### src/brs_pkg.sv
package brs_pkg;

   localparam logic [7:0] BRS_ADDR_BOOST = 8'h00;
   localparam logic [7:0] BRS_ADDR_IO = 8'h02;
   localparam logic [7:0] BRS_ADDR_CORE = 8'h03;
   localparam logic [7:0] BRS_ADDR_GH_COLD = 8'h04;
   localparam logic [7:0] BRS_ADDR_GH_HOT = 8'h05;
   localparam logic [7:0] BRS_ADDR_DLY_FIRST = 8'h07;
   localparam logic [7:0] BRS_ADDR_LAST = 8'h09;
   localparam logic [7:0] BRS_ADDR_CTL = 8'hff;

   localparam logic [5:0] BRS_DEV_ADDR_HI = 6'h10;
   localparam int BRS_CTL_STORE_BIT = 7;
   localparam int BRS_CTL_SRC_BIT = 0;
   localparam logic [3:0] BRS_BYTE_BITS = 4'h8;
   localparam logic [3:0] BRS_LAST_BIT = 4'h7;

   // Writable bits of each setting register, index 9 first
   localparam logic [9:0][7:0] BRS_FIELD_MASK = {
      8'h07, 8'h07, 8'h07, 8'h3f, 8'h0f, 8'h0f, 8'h0f, 8'h07, 8'h3f, 8'h3f};

   localparam logic [7:0] BRS_SETTING_RESET = 8'h00;
   localparam logic BRS_SRC_RESET = 1'b0;

   typedef enum logic [2:0] {
      BRS_ST_IDLE = 3'b000,
      BRS_ST_RX = 3'b001,
      BRS_ST_ACK = 3'b010,
      BRS_ST_TX = 3'b011,
      BRS_ST_TXACK = 3'b100
   } brs_state_type;

   typedef logic [9:0][7:0] brs_bank_type;

   typedef struct packed {
      logic [7:0] seq_delay_third;
      logic [7:0] seq_delay_second;
      logic [7:0] seq_delay_first;
      logic [7:0] gate_low_level;
      logic [7:0] gate_high_hot_level;
      logic [7:0] gate_high_cold_level;
      logic [7:0] core_rail_level;
      logic [7:0] io_rail_level;
      logic [7:0] source_rail_level;
      logic [7:0] boost_rail_level;
   } brs_settings_type;

   typedef struct packed {
      logic scl;
      logic sda;
   } brs_twi_in_type;

endpackage

### src/brs_setting_store.sv
module brs_setting_store (
   input wire logic mclk,
   input wire logic rst,
   input wire logic ce,
   input wire brs_pkg::brs_twi_in_type twi,
   input wire logic addr_select_pin,
   output brs_pkg::brs_settings_type rail_settings,
   output logic setting_load,
   output logic store_pulse,
   output logic readback_source_select,
   output logic sda_out,
   output logic sda_oe
);
   import brs_pkg::*;

   typedef struct packed {
      brs_state_type state;
      logic scl_q;
      logic sda_q;
      logic [3:0] bit_cnt;
      logic [1:0] byte_idx;
      logic rw;
      logic m_ack;
      logic [7:0] shreg;
      logic [7:0] ptr;
      logic src_sel;
      logic store_pulse;
      logic load_pulse;
      logic ctl_wr;
      logic sda_oe;
      logic sda_out;
      brs_bank_type live;
      brs_bank_type nv;
   } brs_core_type;

   brs_core_type s_r;
   brs_core_type s_nxt;
   logic scl_rise;
   logic scl_fall;
   logic start_cond;
   logic stop_cond;
   logic [7:0] rd_byte;

   // Byte the read would return for the current pointer and source
   always_comb begin
      rd_byte = 8'h00;
      if (s_r.ptr == BRS_ADDR_CTL) begin
         rd_byte = {7'h00, s_r.src_sel};
      end else if (s_r.ptr <= BRS_ADDR_LAST) begin
         // Narrow fields were masked on write, so upper bits are zero
         rd_byte = s_r.src_sel ? s_r.nv[s_r.ptr[3:0]] : s_r.live[s_r.ptr[3:0]];
      end
   end

   assign scl_rise = twi.scl & ~s_r.scl_q;
   assign scl_fall = ~twi.scl & s_r.scl_q;
   assign start_cond = s_r.scl_q & twi.scl & s_r.sda_q & ~twi.sda;
   assign stop_cond = s_r.scl_q & twi.scl & ~s_r.sda_q & twi.sda;

   always_comb begin
      s_nxt = s_r;
      s_nxt.store_pulse = 1'b0;
      s_nxt.load_pulse = 1'b0;
      s_nxt.ctl_wr = 1'b0;
      s_nxt.scl_q = twi.scl;
      s_nxt.sda_q = twi.sda;
      if (stop_cond) begin
         s_nxt.state = BRS_ST_IDLE;
         s_nxt.sda_oe = 1'b0;
      end else if (start_cond) begin
         // Repeated START keeps the pointer so a read follows the pointer write
         s_nxt.state = BRS_ST_RX;
         s_nxt.bit_cnt = 4'h0;
         s_nxt.byte_idx = 2'd0;
         s_nxt.sda_oe = 1'b0;
      end else begin
         unique case (s_r.state)
            BRS_ST_IDLE: begin
            end
            BRS_ST_RX: begin
               if (scl_rise && s_r.bit_cnt < BRS_BYTE_BITS) begin
                  s_nxt.shreg = {s_r.shreg[6:0], twi.sda};
                  s_nxt.bit_cnt = s_r.bit_cnt + 4'h1;
               end else if (scl_fall && s_r.bit_cnt == BRS_BYTE_BITS) begin
                  s_nxt.bit_cnt = 4'h0;
                  if (s_r.byte_idx == 2'd0) begin
                     if (s_r.shreg[7:1] == {BRS_DEV_ADDR_HI, addr_select_pin}) begin
                        s_nxt.rw = s_r.shreg[0];
                        s_nxt.sda_oe = 1'b1;
                        s_nxt.state = BRS_ST_ACK;
                        s_nxt.byte_idx = 2'd1;
                     end else begin
                        s_nxt.state = BRS_ST_IDLE;
                     end
                  end else begin
                     s_nxt.sda_oe = 1'b1;
                     s_nxt.state = BRS_ST_ACK;
                     if (s_r.byte_idx == 2'd1) begin
                        s_nxt.ptr = s_r.shreg;
                        s_nxt.byte_idx = 2'd2;
                     end else if (s_r.ptr <= BRS_ADDR_LAST) begin
                        // Extra data bytes rewrite the same register; no auto-increment
                        s_nxt.live[s_r.ptr[3:0]] =
                           s_r.shreg & BRS_FIELD_MASK[s_r.ptr[3:0]];
                        s_nxt.load_pulse = 1'b1;
                     end else if (s_r.ptr == BRS_ADDR_CTL) begin
                        s_nxt.src_sel = s_r.shreg[BRS_CTL_SRC_BIT];
                        s_nxt.ctl_wr = 1'b1;
                        if (s_r.shreg[BRS_CTL_STORE_BIT]) begin
                           s_nxt.nv = s_r.live;
                           s_nxt.store_pulse = 1'b1;
                        end
                     end
                  end
               end
            end
            BRS_ST_ACK: begin
               if (scl_fall) begin
                  s_nxt.bit_cnt = 4'h0;
                  if (s_r.rw) begin
                     s_nxt.state = BRS_ST_TX;
                     s_nxt.shreg = rd_byte;
                     s_nxt.sda_oe = ~rd_byte[7];
                  end else begin
                     s_nxt.state = BRS_ST_RX;
                     s_nxt.sda_oe = 1'b0;
                  end
               end
            end
            BRS_ST_TX: begin
               if (scl_fall) begin
                  if (s_r.bit_cnt == BRS_LAST_BIT) begin
                     s_nxt.state = BRS_ST_TXACK;
                     s_nxt.sda_oe = 1'b0;
                  end else begin
                     s_nxt.bit_cnt = s_r.bit_cnt + 4'h1;
                     s_nxt.shreg = {s_r.shreg[6:0], 1'b0};
                     s_nxt.sda_oe = ~s_r.shreg[6];
                  end
               end
            end
            BRS_ST_TXACK: begin
               if (scl_rise) begin
                  s_nxt.m_ack = ~twi.sda;
               end else if (scl_fall) begin
                  // A master that acks anyway gets the same register again
                  if (s_r.m_ack) begin
                     s_nxt.state = BRS_ST_TX;
                     s_nxt.bit_cnt = 4'h0;
                     s_nxt.shreg = rd_byte;
                     s_nxt.sda_oe = ~rd_byte[7];
                  end else begin
                     s_nxt.state = BRS_ST_IDLE;
                  end
               end
            end
            default: begin
               s_nxt.state = BRS_ST_IDLE;
               s_nxt.sda_oe = 1'b0;
            end
         endcase
      end
   end

   always_ff @(posedge mclk or posedge rst) begin
      if (rst) begin
         s_r.state <= BRS_ST_IDLE;
         s_r.scl_q <= 1'b1;
         s_r.sda_q <= 1'b1;
         s_r.bit_cnt <= 4'h0;
         s_r.byte_idx <= 2'd0;
         s_r.rw <= 1'b0;
         s_r.m_ack <= 1'b0;
         s_r.shreg <= 8'h00;
         s_r.ptr <= 8'h00;
         s_r.src_sel <= BRS_SRC_RESET;
         s_r.store_pulse <= 1'b0;
         s_r.load_pulse <= 1'b0;
         s_r.ctl_wr <= 1'b0;
         s_r.sda_oe <= 1'b0;
         s_r.sda_out <= 1'b0;
         s_r.live <= {10{BRS_SETTING_RESET}};
         s_r.nv <= {10{BRS_SETTING_RESET}};
      end else if (ce) begin
         s_r <= s_nxt;
      end
   end

   assign rail_settings = brs_settings_type'(s_r.live);
   assign setting_load = s_r.load_pulse;
   assign store_pulse = s_r.store_pulse;
   assign readback_source_select = s_r.src_sel;
   assign sda_out = s_r.sda_out;
   assign sda_oe = s_r.sda_oe;

   AST_STORE_ALL: assert property (@(posedge mclk) disable iff (rst)
      s_r.store_pulse |-> s_r.nv == s_r.live)
      else $error("store did not copy every setting");

   AST_STORE_ONCE: assert property (@(posedge mclk) disable iff (rst)
      (s_r.store_pulse && ce) |=> !s_r.store_pulse)
      else $error("store trigger repeated");

   AST_STORE_CAUSE: assert property (@(posedge mclk) disable iff (rst)
      $rose(s_r.store_pulse) |-> s_r.ctl_wr && $past(s_r.shreg[7]))
      else $error("store without a control write of the store bit");

   AST_SRC_HOLD: assert property (@(posedge mclk) disable iff (rst)
      !$stable(s_r.src_sel) |-> s_r.ctl_wr)
      else $error("source select changed without control write");

   AST_LOAD_DATA: assert property (@(posedge mclk) disable iff (rst)
      $rose(s_r.load_pulse) |->
         s_r.live[s_r.ptr[3:0]] == ($past(s_r.shreg) & BRS_FIELD_MASK[s_r.ptr[3:0]]))
      else $error("setting register not loaded from data byte");

   AST_ACK_DRIVE: assert property (@(posedge mclk) disable iff (rst)
      (s_r.state == BRS_ST_ACK) |-> s_r.sda_oe)
      else $error("acknowledge slot not driven low");

   AST_READ_BYTE: assert property (@(posedge mclk) disable iff (rst)
      (s_r.state == BRS_ST_TX && $past(s_r.state) == BRS_ST_ACK) |->
         s_r.shreg == $past(rd_byte) && s_r.sda_oe == ~s_r.shreg[7])
      else $error("read byte not loaded from selected source");

   AST_TX_RELEASE: assert property (@(posedge mclk) disable iff (rst)
      (s_r.state == BRS_ST_TXACK) |-> !s_r.sda_oe)
      else $error("data line driven during master acknowledge");

   AST_NARROW: assert property (@(posedge mclk) disable iff (rst)
      s_r.live[4][7:4] == 4'h0 && s_r.live[5][7:4] == 4'h0 && s_r.live[3][7:4] == 4'h0 &&
      s_r.live[2][7:3] == 5'h00 && s_r.live[7][7:3] == 5'h00 &&
      s_r.live[8][7:3] == 5'h00 && s_r.live[9][7:3] == 5'h00)
      else $error("unused setting bits not zero");

   AST_ADDR_MATCH: assert property (@(posedge mclk) disable iff (rst)
      (s_r.state == BRS_ST_ACK && $past(s_r.state) == BRS_ST_RX &&
         $past(s_r.byte_idx) == 2'd0) |->
         $past(s_r.shreg[7:1]) == {BRS_DEV_ADDR_HI, $past(addr_select_pin)})
      else $error("acknowledged a foreign device address");

   // A foreign address must leave the line alone so another device can answer
   AST_ADDR_REFUSE: assert property (@(posedge mclk) disable iff (rst)
      (ce && s_r.state == BRS_ST_RX && s_r.byte_idx == 2'd0 && scl_fall &&
         s_r.bit_cnt == BRS_BYTE_BITS && s_r.shreg[7:1] != {BRS_DEV_ADDR_HI, addr_select_pin})
         |=> (s_r.state == BRS_ST_IDLE && !s_r.sda_oe))
      else $error("foreign device address not ignored");

   AST_ACK_SLOT: assert property (@(posedge mclk) disable iff (rst)
      (ce && s_r.state == BRS_ST_RX && s_r.byte_idx != 2'd0 && scl_fall &&
         s_r.bit_cnt == BRS_BYTE_BITS) |=> (s_r.state == BRS_ST_ACK && s_r.sda_oe))
      else $error("received byte not acknowledged");

   AST_ACK_RELEASE: assert property (@(posedge mclk) disable iff (rst)
      (ce && s_r.state == BRS_ST_ACK && !s_r.rw && scl_fall) |=>
         (s_r.state == BRS_ST_RX && !s_r.sda_oe))
      else $error("data line held after acknowledge slot");

   AST_SRC_WRITE: assert property (@(posedge mclk) disable iff (rst)
      $rose(s_r.ctl_wr) |-> s_r.src_sel == $past(s_r.shreg[BRS_CTL_SRC_BIT]))
      else $error("source select not taken from the control byte");

   // Covers the stored copy too, since the masks are applied only on write
   AST_READ_NARROW: assert property (@(posedge mclk) disable iff (rst)
      (s_r.ptr <= BRS_ADDR_LAST) |-> (rd_byte & ~BRS_FIELD_MASK[s_r.ptr[3:0]]) == 8'h00)
      else $error("unused read bits not zero");

   AST_TX_BIT: assert property (@(posedge mclk) disable iff (rst)
      (s_r.state == BRS_ST_TX) |-> s_r.sda_oe == ~s_r.shreg[7])
      else $error("read bit on the line differs from the shifted byte");

   AST_TXACK_END: assert property (@(posedge mclk) disable iff (rst)
      (ce && s_r.state == BRS_ST_TXACK && scl_fall && !s_r.m_ack) |=>
         (s_r.state == BRS_ST_IDLE && !s_r.sda_oe))
      else $error("read not ended after master refusal");

   // Settings drive the converters directly, so a stray change would move a rail
   AST_LIVE_HOLD: assert property (@(posedge mclk) disable iff (rst)
      !$stable(s_r.live) |-> (s_r.load_pulse && s_r.ptr <= BRS_ADDR_LAST))
      else $error("setting changed without a data byte");

   AST_NV_HOLD: assert property (@(posedge mclk) disable iff (rst)
      !$stable(s_r.nv) |-> s_r.store_pulse)
      else $error("stored copy changed without a store command");

   AST_STOP_IDLE: assert property (@(posedge mclk) disable iff (rst)
      (ce && stop_cond) |=> (s_r.state == BRS_ST_IDLE && !s_r.sda_oe))
      else $error("stop condition did not end the transaction");

endmodule

### config.mk
export PLATFORM = sky130hd
export DESIGN_NAME = brs_setting_store
export DESIGN_NICKNAME = d
export VERILOG_FILES = /design/src/brs_pkg.sv /design/src/brs_setting_store.sv
export SDC_FILE = /design/constraint.sdc
export NUM_CORES = 1
export LEC_CHECK = 0
export BUFFER_PORTS_ARGS = -buffer_cell sky130_fd_sc_hd__buf_2
export CORE_ASPECT_RATIO = 1.1
export CORE_MARGIN = 3
export CORE_UTILIZATION = 25
export CTS_CLUSTER_SIZE = 24
export DETAILED_ROUTE_END_ITERATION = 8
export MAX_ROUTING_LAYER = met4
export PLACE_DENSITY_LB_ADDON = 0.08
export SKIP_LAST_GASP = 1
export SLEW_MARGIN = 20
export SYNTH_ARGS = -nofsm -noshare
export SYNTH_HDL_FRONTEND = slang
export SYNTH_SLANG_ARGS = --single-unit
### constraint.sdc
create_clock -name mclk -period 5.75 [get_ports mclk]
set_clock_uncertainty 0.2 [all_clocks]
set_input_delay 0.2875 -clock mclk [delete_from_list [all_inputs] [get_ports mclk]]
set_output_delay 0.2875 -clock mclk [all_outputs]
set_load 0.01 [all_outputs]
==> results of run 1 <==
how the worst min path moves through the flow:
stage / startpoint / end / slack, ns
final: addr_select_pin / s_r[184]$_DFFE_PP0P_ / 0.25
after global routing: store_pulse$_DFFE_PP0P_ / store_pulse$_DFFE_PP0P_ / 0.32
after CTS: addr_select_pin / s_r[184]$_DFFE_PP0P_ / 0.27
after detailed placement: s_r[16]$_DFFE_PP0P_ / s_r[16]$_DFFE_PP0P_ / 0.29
after global placement: s_r[58]$_DFFE_PP0P_ / s_r[58]$_DFFE_PP0P_ / 0.29
after floorplan: ce / setting_load$_DFFE_PP0P_ / 0.18
layout make-up:
| type | instances | area (sq um) | area share (%) |
|---|---|---|---|
| tap | 426 | 533 | 5.91 |
| clock inverter | 12 | 151 | 1.68 |
| multi-input combinational | 450 | 3580 | 39.7 |
| antenna | 1 | 2.50 | 0.0277 |
| clock buffer | 20 | 447 | 4.95 |
| timing repair buffer | 78 | 423 | 4.69 |
| inverter | 13 | 53.8 | 0.596 |
| sequential | 153 | 3830 | 42.5 |
cells by family (layout without fill, tap and decap cells):
logic type                 count (synthesis)  in the layout  synth area share [%]
and+or+nand+nor                          185            185                  12.4
DFF                                      153            153                  46.3
muxes                                    150            150                  22.4
buffers and inverters                    131            123                  11.3
AOI/OAI and AO/OA                         89             89                  6.96
xor gates and xnor gates                   3              3                 0.318
adders and majority gates                  2              2                 0.303
other                                      1             22                0.0453
power breakdown:
part           leakage [nW]  internal, mW  switching (mW)
Clock                 0.290         0.693           0.471
Sequential             2.11          1.10          0.0712
Combinational          1.75        0.0448          0.0846
per-layer routing:
layer  GRT usage (%)  up-vias  share of wire (%)
li1                -     2441                  -
met1            17.1     2694                 45
met2            21.9       86                 50
met3            2.71       25                3.3
met4            4.84        0                1.9
met5               -        -                  0
cells in the mapped netlist, drive strengths merged (4+ instances only):
master,n
and2,21
nand4b,5
inv,13
o21a,4
dfrtp,151
mux2i,23
nand3,19
nor4,9
nand3b,8
nand2,61
clkbuf,11
nand2b,6
mux2,113
o31ai,6
mux4,14
a21oi,16
nor3,10
buf,107
o311ai,6
a21o,4
nor2,23
o21ai,29
o22a,8
nor2b,4
per-stage QoR:
step	util, %	hold slack (ns)	power (mW)
floorplan	-	0.184	1.27
global placement	25.8	0.287	1.33
detailed placement	25.8	0.290	1.33
CTS	27.8	0.268	2.52
global route	27.8	0.321	2.57
finish	27.8	0.251	2.47
timing repair:
| action | in CTS | in global routing |
|---|---|---|
| setup buffers | 0 | 0 |
| hold buffers | 4 | 0 |
| hold endpoints to repair | 91 | 0 |
sequential cells by signal, summed over array words and instances (netlist names):
| signal | flops |
|---|---|
| store_pulse | 1 |
| rail_settings | 60 |
| s_r | 89 |
| readback_source_select | 1 |
| sda_oe | 1 |
| setting_load | 1 |
worst min-delay path: stages:
cell	delay (ns)
buf_2	0.08
xnor2_1	0.09
nand3_1	0.17
nor3_1	0.06
nand2_1	0.09
nand2_1	0.06
placed cells by master (no fill, tap or decap), drive strengths merged, types with 4 or more instances in the layout:
cell type    netlist  routed
nor2              23      23
o311ai             6       6
buf              107      74
conb               1      21
inv               13      13
a21oi             16      16
o21ai             29      29
mux2i             23      23
and2              21      21
nand3             19      19
nand3b             8       8
dlygate4sd3        0       4
nor3              10      10
nor2b              4       4
mux2             113     113
nand4b             5       5
clkbuf            11      20
o21a               4       4
dfrtp            151     151
nand2             61      61
nand2b             6       6
o31ai              6       6
mux4              14      14
a21o               4       4
o22a               8       8
clkinv             0       7
nor4               9       9
==> flow_summary.json, run 1 <==
{
  "ys_ff_latch": 153,
  "synth-edff-count": 0,
  "critPathBufInv": 1,
  "drtPass1Iterations": 4,
  "path_clk_slew_ns": 0.07,
  "crit_path_max_fanout": 35,
  "setup_viol": 0,
  "p_leak_nw": 4.15,
  "rsz0062_at_grt": "no",
  "yosysTopAreaCellShare_pct": 45.7,
  "syn_area_sq_um": 8270,
  "relSlewSlack_pct": 35.1,
  "nets": 721,
  "cp.depth": 7,
  "fmax_mhz": 294,
  "start_kind": "register",
  "die_y_um": 197,
  "viasPerCell": 4.55,
  "die_w_um": 179,
  "cp.required_ns": 5.86,
  "track_usage_pct": 13.6,
  "crit_arrival_ns": 3.51,
  "fin_ws_ns": 2.35,
  "hold_violations": 0,
  "worstHoldPathCells": 6,
  "n_fill_cell": 3446,
  "final-max-slew-violation-count": 0,
  "drc": 0,
  "dieArea_sq_um": 35300,
  "r2r_start": "s_r[166]$_DFFE_PP0P_",
  "cts_tree": "yes",
  "hp-class": "primary input to register",
  "fin_cells": 1153,
  "r2r-end": "s_r[73]$_DFFE_PP0P_",
  "grt_overflow": 0,
  "core_sq_um": 32500,
  "synth_warnings": 0,
  "seq_area_frac_synth_pct": 46.3,
  "crit_path_max_incr_delay_ns": 1.01,
  "startpoint": "s_r[166]$_DFFE_PP0P_",
  "yosysTopAreaCell": "dfrtp_1",
  "areaGrowthSynthToFinish_pct": 9.12,
  "cp-end-kind": "register",
  "clkLatencyLatePin_ns": 0.44,
  "clock_path_buffers": 2,
  "pre_cts_ws_ns": 2.27,
  "vdd_drop_max_mv": 0.196,
  "dr_total_vias": 5246,
  "antenna_found_initial": 0,
  "grt_max_degree": 91,
  "timing.setup.tns_ns": 0,
  "cts_resized": 0,
  "drt_iter0_markers": 302,
  "synth.area.top_cells": "dfrtp_1 (46%), mux2_2 (14%), buf_4 (7.4%), mux4_2 (3.8%), mux2i_1 (2.8%)",
  "grt_pass1_wl_mm": 35.6,
  "detail-route-antenna-nets": 0,
  "ys.flop_type": "dfrtp_1",
  "cts_buffers": 17,
  "worst_pin_slew_ns": 0.974,
  "final_area_sq_um": 9020,
  "cap_viol_max_count": 0,
  "crit_type": "register to register",
  "syn_inst": 714,
  "syn_area_per_cell_sq_um": 11.6,
  "ys_types": 61,
  "portBuffers": 69,
  "row_count": 69,
  "drive_above_1_share_pct": 34.3,
  "routedWlPerCell_um": 19.9,
  "synthArstFlopShare_pct": 100,
  "status": "completed",
  "root_buffer": "clkbuf_16",
  "drt-total-wl_mm": 22.9,
  "initial_core_util_pct": 25.5,
  "ff2ff_path_depth": 7,
  "crit_family": "simple AND/OR/NAND/NOR gates",
  "ff2ff_setup_slack_ns": 2.35,
  "path_cells": "nand4_1 > nor2_1 > nand2_1 > nor4_2 > and2_2 > buf_4 > mux2_2",
  "dpl.hpwl_mm": 16.2,
  "gp_congestion": 0.795,
  "dp_cells": 1116,
  "critPathCapture": "s_r[73]$_DFFE_PP0P_",
  "timing.final.crit_share_pct": 59.2,
  "clock_sinks": 153,
  "cellPowerDensity_nw_per_um2": 273,
  "place_area_sq_um": 8380,
  "crit_slowest_cell": "dfrtp_2",
  "fin_crit_ns": 3.40,
  "grt_pass1_vias": 5511,
  "io_pins": 91,
  "cts.htree.levels": 4
}
Note: power is estimated with default switching activity, not from simulation.
==> run 2, diff against run 1 <==
==> constraint.sdc (replaced) <==
create_clock -name mclk -period 3.2 [get_ports mclk]
set_clock_uncertainty 0.2 [all_clocks]
set_input_delay 0.16 -clock mclk [delete_from_list [all_inputs] [get_ports mclk]]
set_output_delay 0.16 -clock mclk [all_outputs]
set_load 0.01 [all_outputs]
==> run 2 against run 1 <==
Effect of this change:
- sequential cell count unchanged
- clock power up 92%
- global-route usage down 0.17 points
==> flow_summary.json, run 2 (synthesized netlist as in run 1, its figures left out) <==
{
  "fin_crit_ns": 2.79,
  "detail-route-antenna-nets": 0,
  "root_buffer": "clkbuf_16",
  "drc": 0,
  "start_kind": "register",
  "fmax_mhz": 358,
  "grt_pass1_vias": 5497,
  "drt_iter0_markers": 304,
  "mostFrequentLayoutCell": "dfrtp_1",
  "hp-class": "primary input to register",
  "cts_setup_buffers": 0,
  "initial_core_util_pct": 25.5,
  "setup_viol": 0,
  "clock_path_buffers": 2,
  "cts_buffers": 17,
  "cts.htree.levels": 4,
  "top_register": "s_r",
  "cts_resized": 0,
  "drt-total-wl_mm": 22.5,
  "timing.final.crit_share_pct": 87.2,
  "p_leak_nw": 4.22,
  "portBuffers": 69,
  "viasPerCell": 4.58,
  "dr_total_vias": 5330,
  "drtPass1Iterations": 6,
  "status": "completed",
  "cp-end-kind": "register",
  "row_count": 69,
  "topRoutingLayerUsed": "met4",
  "path_clk_slew_ns": 0.06,
  "whs_ns": 0.121,
  "drive_above_1_share_pct": 35.2,
  "n_fill_cell": 3402,
  "largest_reg_flops": 89,
  "path_cells": "nor3b_4 > nand3_4 > nor4_2 > and2_2 > buf_12 > mux2_2",
  "rsz0062_at_grt": "no",
  "routedWlPerCell_um": 19.4,
  "crit_type": "register to register",
  "cellPowerDensity_nw_per_um2": 500,
  "regArea_sq_um": 3830,
  "crit_path_max_fanout": 61,
  "final-max-slew-violation-count": 0,
  "cap_viol_max_count": 0,
  "crit_slowest_cell": "dfrtp_1",
  "vdd_drop_max_mv": 0.278,
  "nets": 731,
  "areaGrowthSynthToFinish_pct": 10.8,
  "grt_max_degree": 154,
  "cp.required_ns": 3.31,
  "die_y_um": 197,
  "grt_overflow": 0,
  "crit_arrival_ns": 2.90,
  "cts_tree": "yes",
  "die_w_um": 179,
  "antenna_found_initial": 0,
  "wl_met1_mm": 11.5,
  "clkLatencyLatePin_ns": 0.44,
  "timing.setup.tns_ns": 0,
  "gp_congestion": 0.853,
  "pre_cts_ws_ns": 0.394,
  "track_usage_pct": 13.4,
  "hold_violations": 0,
  "dieArea_sq_um": 35300,
  "clock_sinks": 153,
  "mostFrequentLayoutCells": "dfrtp_1 (149), mux2_2 (104), buf_2 (69)",
  "relSlewSlack_pct": 38.4,
  "dpl.hpwl_mm": 15.6,
  "crit_family": "simple AND/OR/NAND/NOR gates",
  "met2_length_mm": 10.2,
  "route.met3.wl_um": 640,
  "grt_pass1_wl_mm": 35.3,
  "io_pins": 91,
  "fin_ws_ns": 0.410,
  "crit_path_max_incr_delay_ns": 0.56,
  "critPathBufInv": 1,
  "worst_pin_slew_ns": 0.923,
  "core_sq_um": 32500,
  "multi_input_area_sq_um": 3580
}
-- run 2: cell count changes in the layout (fill, tap and decap cells not counted) --
cell / previous run / this run
buf_12: 0 / 2
buf_4: 5 / 12
bufinv_16: 3 / 4
clkbuf_1: 2 / 1
clkbuf_8: 1 / 0
clkinv_2: 4 / 0
clkinv_4: 3 / 0
clkinvlp_4: 2 / 5
dlygate4sd3_1: 4 / 5
inv_6: 1 / 4
inv_8: 0 / 2
-- run 2: path summary, 6_finish.rpt --
kind,from,to,slack [ns],cells after the start
max,s_r[193]$_DFFE_PP0P_,s_r[57]$_DFFE_PP0P_,0.41,6
min,addr_select_pin,s_r[184]$_DFFE_PP0P_,0.12,6
max reg2reg,s_r[193]$_DFFE_PP0P_,s_r[57]$_DFFE_PP0P_,0.41,6
min reg2reg,store_pulse$_DFFE_PP0P_,store_pulse$_DFFE_PP0P_,0.29,1
max in group asynchronous,rst,s_r[166]$_DFFE_PP0P_,1.74,4
min in group asynchronous,rst,s_r[192]$_DFFE_PP0P_,0.31,4
-- run 2: final cells by class --
| class | instances | share of cell area [%] |
|---|---|---|
| flip-flops and latches | 153 | 41.8 |
| multi-input cells | 450 | 39.1 |
| well taps | 426 | 5.82 |
| repair buffers | 88 | 5.73 |
| clock buffers | 18 | 4.68 |
| clock inverters | 14 | 2.27 |
| inverters | 13 | 0.573 |
| diodes | 1 | 0.0273 |
-- run 2: metrics by stage --
step / total power [mW] / instances / area (sq um) / util (%)
floorplan: 2.27 / 734 / 8350 / -
global placement: 2.39 / 1125 / 8480 / 26.1
detailed placement: 2.40 / 1125 / 8480 / 26.1
CTS: 4.67 / 1162 / 9160 / 28.2
global route: 4.78 / 1162 / 9160 / 28.2
finish: 4.58 / 1163 / 9170 / 28.2
-- run 2: tightest hold or removal path: stages --
cell and delay [ns]:
buf_2 0.11, xnor2_1 0.07, nand3_1 0.16, nor3_1 0.06, nand2_1 0.09, nand2_1 0.05
-- run 2: metal layers --
| metal | vias to the layer above | GRT usage (%) |
|---|---|---|
| met5 | - | - |
| met3 | 18 | 1.90 |
| met2 | 116 | 19.8 |
| met4 | 0 | 4.47 |
| met1 | 2736 | 19.1 |
| li1 | 2460 | - |
-- run 2: where the power goes --
part	internal (mW)	switching, mW
Sequential	1.98	0.0859
Combinational	0.0936	0.189
Clock	1.33	0.901
Total	3.40	1.18
-- run 2: timing repair --
item,CTS,global route
hold endpoints to repair,157,0
hold buffers,5,0
endpoints found under the setup margin,0,0
